===== src/hdl/sdcap_pkg.sv =====
// Shared types and constants for the concurrent auto precharge bank logic
// How it works
// - Accept access to other bank during auto-precharge burst
// - Read-read interrupt ends old data after latency
// - Read-read interrupt precharges old bank at command
// - Write interrupts auto-precharge read at its registration
// - Read-write interrupt precharges old bank at command
// - Read interrupts write; data after read latency
// - Write-read interrupt precharges after write recovery
// - Read interrupt: last write data one clock before
// - Write interrupts auto-precharge write at its registration
// - Write-write interrupt precharges after write recovery
// - Write-write interrupt: last old data one clock before
// - Auto precharge closes row when burst completes
// - Precharged bank idles; needs activate before access
package sdcap_pkg;
    localparam int NUM_BANKS = 4;
    localparam int BANK_W = 2;
    localparam int COL_W = 10;
    localparam int DATA_W = 16;
    localparam int MAX_CAS_LAT = 3;
    localparam int CLK_PERIOD_NS = 25;
    localparam int WRITE_RECOVERY_NS = 30;
    localparam int ROW_PRECHARGE_NS = 18;
    localparam int WR_REC_RAW = (WRITE_RECOVERY_NS + CLK_PERIOD_NS - 1) / CLK_PERIOD_NS;
    localparam int WRITE_RECOVERY_CYC = (WR_REC_RAW < 1) ? 1 : WR_REC_RAW;
    localparam int RP_RAW = (ROW_PRECHARGE_NS + CLK_PERIOD_NS - 1) / CLK_PERIOD_NS;
    localparam int ROW_PRECHARGE_CYC = (RP_RAW < 1) ? 1 : RP_RAW;
    localparam int TIMER_W = 4;
    localparam logic [2:0] BL_CODE_1 = 3'h0;
    localparam logic [2:0] BL_CODE_2 = 3'h1;
    localparam logic [2:0] BL_CODE_4 = 3'h2;
    localparam logic [2:0] BL_CODE_8 = 3'h3;
    localparam logic [2:0] BL_CODE_FULL = 3'h7;
    localparam logic [COL_W-1:0] WRAP_1 = 10'h000;
    localparam logic [COL_W-1:0] WRAP_2 = 10'h001;
    localparam logic [COL_W-1:0] WRAP_4 = 10'h003;
    localparam logic [COL_W-1:0] WRAP_8 = 10'h007;
    localparam logic [COL_W-1:0] WRAP_FULL = 10'h3ff;

    typedef enum logic [2:0] {
        CMD_NOP,
        CMD_ACTIVE,
        CMD_READ,
        CMD_WRITE,
        CMD_PRECHARGE,
        CMD_BURST_STOP
    } sdcap_cmd_e;

    typedef enum logic [1:0] {
        BANK_IDLE,
        BANK_OPEN,
        BANK_RECOVER,
        BANK_PRECHARGE
    } sdcap_bank_e;

    typedef struct packed {
        sdcap_cmd_e cmd;
        logic [BANK_W-1:0] bank;
        logic [COL_W-1:0] col;
        logic auto_pre;
        logic all_banks;
    } sdcap_cmd_s;

    typedef struct packed {
        logic active;
        logic write;
        logic auto_pre;
        logic full;
        logic [BANK_W-1:0] bank;
        logic [COL_W-1:0] col;
        logic [COL_W-1:0] left;
    } sdcap_burst_s;

    typedef struct packed {
        logic [BANK_W-1:0] bank;
        logic [COL_W-1:0] col;
    } sdcap_loc_s;

    typedef struct packed {
        logic en;
        sdcap_loc_s loc;
        logic [DATA_W-1:0] data;
    } sdcap_wr_s;
endpackage


===== src/hdl/sdcap_bank.sv =====
// One bank's open, write recovery and precharge tracker
`timescale 1ns/1ps
module sdcap_bank #(
    parameter int REC_CYC = sdcap_pkg::WRITE_RECOVERY_CYC,
    parameter int RP_CYC = sdcap_pkg::ROW_PRECHARGE_CYC
) (
    // Clock and reset
    input wire logic clk,
    input wire logic reset_n,
    // Requests
    input wire logic activate,
    input wire logic pre_now,
    input wire logic pre_rec,
    // State
    output sdcap_pkg::sdcap_bank_e state,
    output logic pre_start
);
    import sdcap_pkg::*;

    localparam logic [TIMER_W-1:0] REC_LAST = TIMER_W'(REC_CYC - 1);
    localparam logic [TIMER_W-1:0] RP_LAST = TIMER_W'(RP_CYC - 1);

    sdcap_bank_e state_q, state_d;
    logic [TIMER_W-1:0] cnt_q, cnt_d;

    assign state = state_q;

    always_comb begin
        state_d = state_q;
        cnt_d = cnt_q;
        pre_start = 1'b0;
        unique case (state_q)
            BANK_IDLE: begin
                if (activate) begin
                    state_d = BANK_OPEN;
                end
            end
            BANK_OPEN: begin
                if (pre_now) begin
                    state_d = BANK_PRECHARGE;
                    cnt_d = RP_LAST;
                    pre_start = 1'b1;
                end else if (pre_rec) begin
                    state_d = BANK_RECOVER;
                    cnt_d = REC_LAST;
                end
            end
            BANK_RECOVER: begin
                if (cnt_q == '0) begin
                    state_d = BANK_PRECHARGE;
                    cnt_d = RP_LAST;
                    pre_start = 1'b1;
                end else begin
                    cnt_d = cnt_q - 1'b1;
                end
            end
            BANK_PRECHARGE: begin
                if (cnt_q == '0) begin
                    state_d = BANK_IDLE;
                end else begin
                    cnt_d = cnt_q - 1'b1;
                end
            end
        endcase
    end

    always_ff @(posedge clk or negedge reset_n) begin
        if (!reset_n) begin
            state_q <= BANK_IDLE;
            cnt_q <= '0;
        end else begin
            state_q <= state_d;
            cnt_q <= cnt_d;
        end
    end
endmodule


===== src/hdl/sdcap_rdpipe.sv =====
// Read latency pipeline carrying the location of each read element
`timescale 1ns/1ps
module sdcap_rdpipe #(
    parameter int MAX_LAT = sdcap_pkg::MAX_CAS_LAT
) (
    // Clock and reset
    input wire logic clk,
    input wire logic reset_n,
    // Issue side
    input wire logic in_valid,
    input sdcap_pkg::sdcap_loc_s in_loc,
    input wire logic [1:0] lat,
    // Output side
    output logic out_valid,
    output sdcap_pkg::sdcap_loc_s out_loc
);
    import sdcap_pkg::*;

    logic [MAX_LAT-1:0] vld_q, vld_d;
    sdcap_loc_s loc_q [MAX_LAT];
    sdcap_loc_s loc_d [MAX_LAT];
    logic [1:0] tap;

    always_comb begin
        vld_d = {vld_q[MAX_LAT-2:0], in_valid};
        loc_d[0] = in_loc;
        for (int i = 1; i < MAX_LAT; i++) begin
            loc_d[i] = loc_q[i-1];
        end
        // Zero latency is not a legal mode; treat it as one
        tap = (lat == 2'h0) ? 2'h0 : lat - 2'h1;
        out_valid = vld_q[tap];
        out_loc = loc_q[tap];
    end

    always_ff @(posedge clk or negedge reset_n) begin
        if (!reset_n) begin
            vld_q <= '0;
            for (int i = 0; i < MAX_LAT; i++) begin
                loc_q[i] <= '0;
            end
        end else begin
            vld_q <= vld_d;
            for (int i = 0; i < MAX_LAT; i++) begin
                loc_q[i] <= loc_d[i];
            end
        end
    end
endmodule


===== src/hdl/sdcap_top.sv =====
// Bank interaction, burst sequencing and concurrent auto precharge
`timescale 1ns/1ps
module sdcap_top (
    // Clock and reset
    input wire logic clk,
    input wire logic reset_n,
    // Registered command
    input sdcap_pkg::sdcap_cmd_s cmd_i,
    // Write data and mask
    input wire logic [sdcap_pkg::DATA_W-1:0] wr_data_i,
    input wire logic wr_mask_i,
    // Mode settings
    input wire logic [1:0] cas_lat_i,
    input wire logic [2:0] burst_len_i,
    input wire logic wr_single_i,
    // Array write port
    output sdcap_pkg::sdcap_wr_s arr_wr_o,
    // Read data location
    output logic rd_valid_o,
    output sdcap_pkg::sdcap_loc_s rd_loc_o,
    output logic dq_oe_n_o,
    // Bank status
    output logic [sdcap_pkg::NUM_BANKS-1:0] bank_open_o,
    output logic [sdcap_pkg::NUM_BANKS-1:0] bank_idle_o,
    output logic [sdcap_pkg::NUM_BANKS-1:0] pre_start_o,
    output logic cmd_error_o
);
    import sdcap_pkg::*;

    sdcap_burst_s burst_q, burst_d;
    sdcap_wr_s wr_q, wr_d;
    logic err_q, err_d;

    sdcap_bank_e bank_state [NUM_BANKS];
    logic [NUM_BANKS-1:0] bank_open;
    logic [NUM_BANKS-1:0] bank_idle;
    logic [NUM_BANKS-1:0] act_vec;
    logic [NUM_BANKS-1:0] pre_cmd_vec;
    logic [NUM_BANKS-1:0] pre_now_vec;
    logic [NUM_BANKS-1:0] pre_rec_vec;
    logic [NUM_BANKS-1:0] pre_sel;
    logic [NUM_BANKS-1:0] ap_lock;
    logic [NUM_BANKS-1:0] cmd_onehot;
    logic [NUM_BANKS-1:0] old_onehot;

    logic is_rd;
    logic is_wr;
    logic is_acc;
    logic same_ap;
    logic acc_ok;
    logic acc_bad;
    logic stop_ok;
    logic stop_bad;
    logic pre_bad;
    logic act_bad;
    logic last_elem;
    logic burst_cut;
    logic old_ap_end;
    logic new_single;
    logic rd_issue;
    sdcap_loc_s rd_loc;
    logic [COL_W-1:0] wrap_mask;
    logic [COL_W-1:0] new_mask;
    logic new_full;

    // Column step that wraps inside the burst-aligned block
    function automatic logic [COL_W-1:0] col_next(
        input logic [COL_W-1:0] col,
        input logic [COL_W-1:0] mask
    );
        logic [COL_W-1:0] inc;
        inc = col + 1'b1;
        return (col & ~mask) | (inc & mask);
    endfunction

    // Burst length code to wrap mask; unknown codes run as full page
    always_comb begin
        unique case (burst_len_i)
            BL_CODE_1: wrap_mask = WRAP_1;
            BL_CODE_2: wrap_mask = WRAP_2;
            BL_CODE_4: wrap_mask = WRAP_4;
            BL_CODE_8: wrap_mask = WRAP_8;
            default: wrap_mask = WRAP_FULL;
        endcase
    end

    // Command classification
    always_comb begin
        is_rd = (cmd_i.cmd == CMD_READ);
        is_wr = (cmd_i.cmd == CMD_WRITE);
        is_acc = is_rd || is_wr;
        cmd_onehot = NUM_BANKS'(1) << cmd_i.bank;
        old_onehot = NUM_BANKS'(1) << burst_q.bank;
        ap_lock = (burst_q.active && burst_q.auto_pre) ? old_onehot : '0;
        same_ap = burst_q.active && burst_q.auto_pre && (burst_q.bank == cmd_i.bank);
        // Other banks may be accessed while an auto precharge burst runs
        acc_ok = is_acc && bank_open[cmd_i.bank] && !same_ap;
        acc_bad = is_acc && !acc_ok;
        act_vec = (cmd_i.cmd == CMD_ACTIVE) ? (cmd_onehot & bank_idle) : '0;
        act_bad = (cmd_i.cmd == CMD_ACTIVE) && !bank_idle[cmd_i.bank];
        pre_sel = cmd_i.all_banks ? '1 : cmd_onehot;
        // A bank under auto precharge ignores an explicit precharge
        pre_cmd_vec = (cmd_i.cmd == CMD_PRECHARGE) ? (pre_sel & bank_open & ~ap_lock) : '0;
        pre_bad = (cmd_i.cmd == CMD_PRECHARGE) && ((pre_sel & ap_lock) != '0);
        stop_ok = (cmd_i.cmd == CMD_BURST_STOP) && burst_q.active && !burst_q.auto_pre;
        stop_bad = (cmd_i.cmd == CMD_BURST_STOP) && burst_q.active && burst_q.auto_pre;
    end

    // Burst progress and its endings
    always_comb begin
        last_elem = burst_q.active && !burst_q.full && (burst_q.left == '0);
        burst_cut = acc_ok || stop_ok || (burst_q.active && pre_cmd_vec[burst_q.bank]);
        old_ap_end = burst_q.active && burst_q.auto_pre && (last_elem || acc_ok);
        new_mask = (is_wr && wr_single_i) ? WRAP_1 : wrap_mask;
        new_full = (new_mask == WRAP_FULL) && !(is_wr && wr_single_i);
        new_single = acc_ok && (new_mask == WRAP_1);
    end

    // Precharge requests to the bank trackers
    always_comb begin
        pre_now_vec = pre_cmd_vec;
        pre_rec_vec = '0;
        if (old_ap_end) begin
            if (burst_q.write) begin
                // Recovery counts from the interrupting command or last element
                pre_rec_vec = pre_rec_vec | old_onehot;
            end else begin
                pre_now_vec = pre_now_vec | old_onehot;
            end
        end
        if (new_single && cmd_i.auto_pre) begin
            if (is_wr) begin
                pre_rec_vec = pre_rec_vec | cmd_onehot;
            end else begin
                pre_now_vec = pre_now_vec | cmd_onehot;
            end
        end
    end

    // Write element of this cycle
    always_comb begin
        wr_d = '0;
        if (acc_ok && is_wr) begin
            // Data with a new write belongs to the new write
            wr_d.en = !wr_mask_i;
            wr_d.loc.bank = cmd_i.bank;
            wr_d.loc.col = cmd_i.col;
            wr_d.data = wr_data_i;
        end else if (burst_q.active && burst_q.write && !burst_cut) begin
            wr_d.en = !wr_mask_i;
            wr_d.loc.bank = burst_q.bank;
            wr_d.loc.col = burst_q.col;
            wr_d.data = wr_data_i;
        end
        // A read interrupt drops the data present with it
    end

    // Read element issued into the latency pipeline
    always_comb begin
        rd_issue = 1'b0;
        rd_loc = '0;
        if (acc_ok && is_rd) begin
            rd_issue = 1'b1;
            rd_loc.bank = cmd_i.bank;
            rd_loc.col = cmd_i.col;
        end else if (burst_q.active && !burst_q.write && !burst_cut) begin
            // A write interrupt stops issue at its own edge
            rd_issue = 1'b1;
            rd_loc.bank = burst_q.bank;
            rd_loc.col = burst_q.col;
        end
    end

    // Next burst state
    always_comb begin
        burst_d = burst_q;
        if (burst_q.active) begin
            burst_d.col = col_next(burst_q.col, wrap_mask);
            burst_d.left = burst_q.left - 1'b1;
            if (last_elem) begin
                burst_d.active = 1'b0;
            end
        end
        if (burst_cut) begin
            burst_d.active = 1'b0;
        end
        if (acc_ok) begin
            burst_d.active = (new_mask != WRAP_1);
            burst_d.write = is_wr;
            burst_d.auto_pre = cmd_i.auto_pre && !new_full;
            burst_d.full = new_full;
            burst_d.bank = cmd_i.bank;
            burst_d.col = col_next(cmd_i.col, new_mask);
            burst_d.left = new_mask - 1'b1;
        end
    end

    always_comb begin
        err_d = acc_bad || act_bad || pre_bad || stop_bad;
    end

    always_ff @(posedge clk or negedge reset_n) begin
        if (!reset_n) begin
            burst_q <= '0;
            wr_q <= '0;
            err_q <= 1'b0;
        end else begin
            burst_q <= burst_d;
            wr_q <= wr_d;
            err_q <= err_d;
        end
    end

    // One independent tracker per bank
    for (genvar b = 0; b < NUM_BANKS; b++) begin : g_bank
        sdcap_bank #(
            .REC_CYC(WRITE_RECOVERY_CYC),
            .RP_CYC(ROW_PRECHARGE_CYC)
        ) u_bank (
            .clk(clk),
            .reset_n(reset_n),
            .activate(act_vec[b]),
            .pre_now(pre_now_vec[b]),
            .pre_rec(pre_rec_vec[b]),
            .state(bank_state[b]),
            .pre_start(pre_start_o[b])
        );
        assign bank_open[b] = (bank_state[b] == BANK_OPEN);
        assign bank_idle[b] = (bank_state[b] == BANK_IDLE);
    end

    sdcap_rdpipe #(
        .MAX_LAT(MAX_CAS_LAT)
    ) u_rdpipe (
        .clk(clk),
        .reset_n(reset_n),
        .in_valid(rd_issue),
        .in_loc(rd_loc),
        .lat(cas_lat_i),
        .out_valid(rd_valid_o),
        .out_loc(rd_loc_o)
    );

    // Bus contention on a read-to-write turn is left to the controller mask
    assign dq_oe_n_o = !rd_valid_o;
    assign arr_wr_o = wr_q;
    assign bank_open_o = bank_open;
    assign bank_idle_o = bank_idle;
    assign cmd_error_o = err_q;
endmodule


===== config.mk =====
export PLATFORM = sky130hd
export DESIGN_NAME = sdcap_top
export DESIGN_NICKNAME = d
export VERILOG_FILES = /design/src/hdl/sdcap_pkg.sv /design/src/hdl/sdcap_bank.sv /design/src/hdl/sdcap_rdpipe.sv /design/src/hdl/sdcap_top.sv
export SDC_FILE = /design/constraint.sdc
export NUM_CORES = 1
export LEC_CHECK = 0
export BUFFER_PORTS_ARGS = -buffer_cell sky130_fd_sc_hd__buf_2
export CORE_ASPECT_RATIO = 0.7
export CORE_MARGIN = 2
export CORE_UTILIZATION = 60
export DETAILED_ROUTE_END_ITERATION = 8
export GPL_ROUTABILITY_DRIVEN = 0
export HOLD_SLACK_MARGIN = 0.12
export PLACE_DENSITY = 0.95
export SYNTH_ARGS = -nofsm -noshare
export SYNTH_HDL_FRONTEND = slang
export SYNTH_SLANG_ARGS = --single-unit

===== constraint.sdc =====
create_clock -name clk -period 7.85 [get_ports clk]
set_input_delay 1.57 -clock clk [delete_from_list [all_inputs] [get_ports clk]]
set_output_delay 1.57 -clock clk [all_outputs]
set_load 0.005 [all_outputs]

Word level (Yosys, flattened, before mapping)
Index checks and enable logic that the tools add are counted.
{"block": "op_classes", "add_sub_neg": 9, "magnitude_cmp": 4, "n_eq_ne": 42, "n_shift": 2, "n_mux": 93, "n_bitwise": 17, "n_reduce_logical": 70}
{"op": "4-bit two-way mux", "count": 28}
{"op": "29-bit two-way mux", "count": 2}
{"op": "12-bit two-way mux", "count": 4}
{"op": "4-bit case mux with 3 select lines", "count": 4}
{"op": "2-bit two-way mux", "count": 21}
{"op": "10-bit bitwise AND", "count": 4}
{"op": "10-bit case mux with 4 select lines", "count": 1}
{"op": "2-bit case mux with 4 select lines", "count": 4}
{"op": "26-bit two-way mux", "count": 1}
{"op": "1-bit logical AND", "count": 25}
{"op": "12-bit binary-select mux with 2-bit select", "count": 1}
{"op": "2-bit by 1-bit != test with 1-bit output (second input constant)", "count": 12}
{"op": "10-bit by 1-bit adder with 10-bit output (second input constant)", "count": 2}
{"op": "10-bit zero test", "count": 2}
{"op": "20-bit two-way mux", "count": 1}
{"op": "10-bit inverter", "count": 2}
{"op": "10-bit OR", "count": 2}
{"op": "10-bit by 1-bit subtractor with 10-bit output (second input constant)", "count": 2}
{"op": "1-bit two-way mux", "count": 17}
{"op": "4-bit bitwise AND", "count": 4}
{"op": "2-bit == test (second input constant)", "count": 8}
{"op": "4-bit zero test", "count": 4}
{"op": "4-bit AND reduction", "count": 4}
{"op": "4-bit by 1-bit subtractor with 4-bit output (second input constant)", "count": 4}
{"op": "27 further kinds", "count": 78}
{"block": "totals", "reg_bits": 119, "input_bits": 42, "out_inout_bits": 56, "word_cells": 264}

Logic depth before layout (Yosys ltp)
{"block": "depth", "ltp_word": 14, "mapped_depth": 13, "ltp_nobuf": 11}

By module
A second synthesis with hierarchy kept.
{"block": "unflattened", "cells_unflattened": 696, "area_unflattened_um2": 6794.0}
{"mod": "sdcap_top", "n_inst": 1, "cells_per_inst": 393, "area_per_inst_um2": 3606.0, "seq_area_each_um2": 1401.3}
{"mod": "sdcap_bank", "n_inst": 4, "cells_per_inst": 55, "area_per_inst_um2": 480.5, "seq_area_each_um2": 150.1}
{"mod": "sdcap_rdpipe", "n_inst": 1, "cells_per_inst": 83, "area_per_inst_um2": 1266.2, "seq_area_each_um2": 975.9}

Least setup slack after synthesis
OpenSTA, ideal clock, no wires.
{"block": "synth_timing", "path_kind": "input to output", "startpoint": "input cmd_i[16] in the netlist's numbering", "endpoint": "output pre_start_o[2] in the netlist's numbering", "arrival_ns": 3.121, "required_ns": 6.280, "slack_ns": 3.159, "stages": 9, "path_buffers": 3, "cell_sequence": "clkbuf_1 > nor2b_1 > o311ai_2 > buf_2 > o41ai_1 > a21o_1 > nand2_1 > a21boi_0 > buf_4"}
{"block": "synth_between", "elab_chain_len": 12, "elab_cells_between_ends": 22, "classes_between": "eq/ne: 3; mux: 8; bitwise: 2; reduce/logical: 9"}
{"item": "start, declared", "line": "sdcap_top.sv:8", "source": "input sdcap_pkg::sdcap_cmd_s cmd_i,"}
{"item": "3-bit by 2-bit == test with 1-bit output, on equally long branches", "line": "sdcap_top.sv:89, sdcap_top.sv:90"}
{"item": "1-bit logical OR", "line": "sdcap_top.sv:91", "source": "is_acc = is_rd || is_wr;"}
{"item": "1-bit logical AND (2 in a row)", "line": "sdcap_top.sv:97", "source": "acc_ok = is_acc && bank_open[cmd_i.bank] && !same_ap;"}
{"item": "1-bit logical OR", "line": "sdcap_top.sv:113", "source": "old_ap_end = burst_q.active && burst_q.auto_pre && (last_elem || acc_ok);"}
{"item": "1-bit logical AND", "line": "sdcap_top.sv:113"}
{"item": "4-bit two-way mux", "line": "sdcap_top.sv:123", "source": "if (old_ap_end) begin"}
{"item": "4-bit OR", "line": "sdcap_top.sv:135", "source": "pre_now_vec = pre_now_vec | cmd_onehot;"}
{"item": "4-bit two-way mux", "line": "sdcap_top.sv:132", "source": "if (is_wr) begin"}
{"item": "4-bit two-way mux *", "line": "sdcap_top.sv:131", "source": "if (new_single && cmd_i.auto_pre) begin"}
{"item": "1-bit two-way mux *", "line": "sdcap_bank.sv:39", "source": "if (pre_now) begin"}
{"item": "1-bit case mux with 2 select lines *", "line": "sdcap_bank.sv:32", "source": "unique case (state_q)"}
{"item": "end, declared", "line": "sdcap_top.sv:25", "source": "output logic [sdcap_pkg::NUM_BANKS-1:0] pre_start_o,"}
Mark *: on every way between the ends. The rest lies on a longest branch, timed or not.

Worst setup path in the final report
{"block": "layout_timing", "startpoint": "input cmd_i[12] in the netlist's numbering", "endpoint": "output pre_start_o[3] in the netlist's numbering"}
{"block": "layout_between", "elab_chain_len": 13, "elab_cells_between_ends": 24, "classes_between": "eq/ne: 1; shift: 1; mux: 10; bitwise: 4; reduce/logical: 8"}
{"item": "1-bit by 2-bit << shifter with 4-bit output", "line": "sdcap_top.sv:92", "source": "cmd_onehot = NUM_BANKS'(1) << cmd_i.bank;"}
{"item": "4-bit two-way mux", "line": "sdcap_top.sv:101", "source": "pre_sel = cmd_i.all_banks ? '1 : cmd_onehot;"}
{"item": "4-bit bitwise AND (2 in a row)", "line": "sdcap_top.sv:103", "source": "pre_cmd_vec = (cmd_i.cmd == CMD_PRECHARGE) ? (pre_sel & bank_open & ~ap_lock) : '0;"}
{"item": "4-bit two-way mux", "line": "sdcap_top.sv:103"}
{"item": "4-bit OR", "line": "sdcap_top.sv:128", "source": "pre_now_vec = pre_now_vec | old_onehot;"}
{"item": "4-bit two-way mux", "line": "sdcap_top.sv:124", "source": "if (burst_q.write) begin"}
{"item": "4-bit two-way mux", "line": "sdcap_top.sv:123"}
{"item": "4-bit OR", "line": "sdcap_top.sv:135"}
{"item": "4-bit two-way mux", "line": "sdcap_top.sv:132"}
{"item": "4-bit two-way mux *", "line": "sdcap_top.sv:131"}
{"item": "1-bit two-way mux *", "line": "sdcap_bank.sv:39"}
{"item": "1-bit case mux with 2 select lines *", "line": "sdcap_bank.sv:32"}
Mark *: on every way between the ends. The rest lies on a longest branch, timed or not. The select of a mux whose other input is x is not followed.

==> metrics.txt <==
status=completed; Worst slew margin=17.0%; crit end category=primary output; Crit Reg-Reg Endpoint=arr_wr_o[12]; clk buf depth=2; CP Class=in2out; Max Fanout on Critical Path=39; cell depth of the worst flop-to-flop path=8; largest cells by area after synthesis=dfrtp_1 (47%), ha_1 (5.6%), a22o_1 (3.3%); first-pass GRT wire length=~27000 um; GRT overflow=0; clk_lat worst skew=~0.42 ns; Leakage=3.57 nW; final wirelength=around 16000 um; largest family of logic cells by synthesized area=compound AO/OA/AOI/OAI gates; Fin Setup TNS=0 ns; gr usage total=just under 30%; Antenna Nets Post-Route=0; Syn Nets=~700; endpoints failing hold=0; most frequent cells in the layout=dfrtp_1 (119), buf_2 (96), nor2_1 (52); Max VDD drop=283 uV; die height=around 90 um; max-slew violation count=0; Tcrit/Tclk final=about two thirds; H-tree levels=4; largest area contributor in the netlist=dfrtp_1; Avg Synthesized Cell Area=about 10 um^2; Mapped Area=about 0.0063 mm^2; placed cell count=approximately 820; routed len/inst=between 15 and 20 um; first-iteration detailed-routing DRC count=between 900 and 1000; CTS tree=done; Worst EP arrival=approximately 3.8 ns; worst hold path type=reg2reg; Die X=between 100 and 150 um; Syn Inst Count=between 600 and 700; Synth Register Bits=119; XOR/XNOR Fraction of Synth Area=4.03%; root buf cell=clkbuf_16; vias in the first global route=between 5000 and 6000; PwrDens=about 390 mW/mm^2; Post-CTS Setup Bufs=0; CP Cell Sequence=buf_2, xor2_1, o311ai_4, buf_4, nor3_1, a31o_2, nand2_1, a21boi_0, buf_2; initial antenna violation count=0; RSZ-0062 raised after global routing=no; Unique masters post-synth=70; worst r2r src=g_bank[1].u_bank.state[1]; Post-synth ARST share=between 90% and 100%; Placed Area=between 0.006 and 0.007 mm^2; Worst Tran Pin Value=~1.2 ns; largest net degree at the start of global routing=84; Main synth FF type=dfrtp_1; fraction of layout cells with a size suffix above 1=22.1%; Post-Synth Simple-Gate Area=between 15 and 20%; Clock Sinks=approximately 120; clk_skew=~0.0096 ns; fmax=between 150 and 200 MHz; cts hold-fix bufs=0; vias per cell=~6.4; most common cell after layout, fill and taps aside=dfrtp_1; R2R Setup Slk=between 3 and 4 ns; post-placement setup slack=between 2 and 3 ns; crit path time final=approximately 5.4 ns; mux contribution to synthesized area=under 10%; initial core utilization=about three fifths; CP max stage delay=roughly 0.5 ns; First-pass DRT Iterations=7; routed vias=roughly 5400; Critical Path RT=approximately 6.3 ns; fin worst setup slack=between 2 and 2.5 ns; final instance area=roughly 0.0074 mm^2; slowest CP cell=nor3_1; Worst Setup SP=cmd_i[12]; TritonCTS Buffers=17; post-CTS resize count=0; Seq/Total Area, Yosys=between 40% and 50%; # port buffers=between 90 and 100; CTS clock-pin slew for the worst setup and hold paths=0.06 ns; Synthesis Warnings=0; top cell type's share of synthesized area=a little under half; non-filler cells, final=~850; row count=31; DP HPWL=between 10000 and 15000 um; Synth Area in Compound Gates=between 15 and 20%; Critical Path End=pre_start_o[3]; die area=between 0.01 and 0.015 mm^2; Layout area overhead=17.7%; Antenna Cells=0; Startpoint Class=primary input; # DRC=0; core area=just over 0.01 mm^2; most frequent cell on the critical path=buf_2; count of final setup violators=0; IO Count=between 90 and 100; Post-synth EDFFs=0; Final #Nets=776; adder-cell share of the synthesized area=under 10%; max cap viols=0
## kinds of logic after synthesis
| logic type | after synthesis |
|---|---|
| AND/OR/NAND/NOR | 204 |
| AO/OA/AOI/OAI | 162 |
| XOR/XNOR | 29 |
| flip-flops | 119 |
| adder cells (fa/ha/maj) | 28 |
| buffers and inverters | 55 |
| multiplexers | 21 |
## metal layers
metal | track usage (%) | routed length [um]
met1 | 38.8 | 6470
met2 | 45.5 | 7490
met3 | 10.6 | 1840
met4 | 10.8 | 562
met5 | 0 | 0
## per-stage QoR
stage | utilization, % | power, W | hold WS, ns
after floorplan | - | 0.00171 | 0.353
after global placement | 66.4 | 0.00193 | 0.358
after detailed placement | 66.4 | 0.00203 | 0.364
after CTS | 72.2 | 0.00283 | 0.375
after global routing | 72.2 | 0.00303 | 0.375
final | 72.2 | 0.00286 | 0.374
## how the worst min path moves through the flow
stage	startpoint	to	slack, ns	depth (start not counted)
after floorplan	u_rdpipe.loc_d[0]	u_rdpipe.loc_q[0]	0.35	0
after global placement	u_rdpipe.loc_d[4]	u_rdpipe.loc_q[4]	0.36	0
after detailed placement	u_rdpipe.loc_d[3]	u_rdpipe.loc_q[3]	0.36	0
after CTS	u_rdpipe.loc_d[16]	u_rdpipe.loc_d[4]	0.37	0
after global routing	u_rdpipe.loc_d[16]	u_rdpipe.loc_d[4]	0.37	0
final	u_rdpipe.loc_d[3]	u_rdpipe.loc_q[3]	0.37	0
## critical path, delay by kind of cell
kind,cells,cell delay [ns]
buf+inv,3,0.67
simple gates,2,0.58
xor+xnor,1,0.43
compound gates,3,0.55
## registers in the layout (all words and copies together), names as in the netlist, named ones only
name / count
arr_wr_o: 29
u_rdpipe.loc_d: 24
burst_q: 17
g_bank.u_bank.cnt_q: 16
u_rdpipe.loc_q: 12
g_bank.u_bank.state: 8
u_rdpipe.vld_q: 3
cmd_error_o: 1
## power breakdown
part	switching, W	internal (W)	total, W	leakage, nW
Clock	0.000308	0.000475	0.000783	0.288
Sequential	0.000207	0.000819	0.00103	1.55
Combinational	0.000610	0.000443	0.00105	1.74
Total	0.00113	0.00174	0.00286	3.57
## cells in the mapped netlist (all sizes together), types with 12 or more instances
cell type / count
dfrtp: 119
nor2: 52
nand2: 51
a21oi: 41
o21ai: 34
ha: 28
inv: 25
a22o: 24
and2: 21
xor2: 18
buf: 17
mux2i: 16
clkbuf: 13
o31ai: 13
nand4: 12
nor3: 12
## cell type report
cell class                 count  area, um^2
clock buffer                  17         425
clock inverter                15         169
fill                         640        2860
inverter                      25        93.8
multi-input combinational    444        3090
sequential                   119        2980
tap                          132         165
timing repair buffer          99         503
Power figures use the tool's default switching activity.
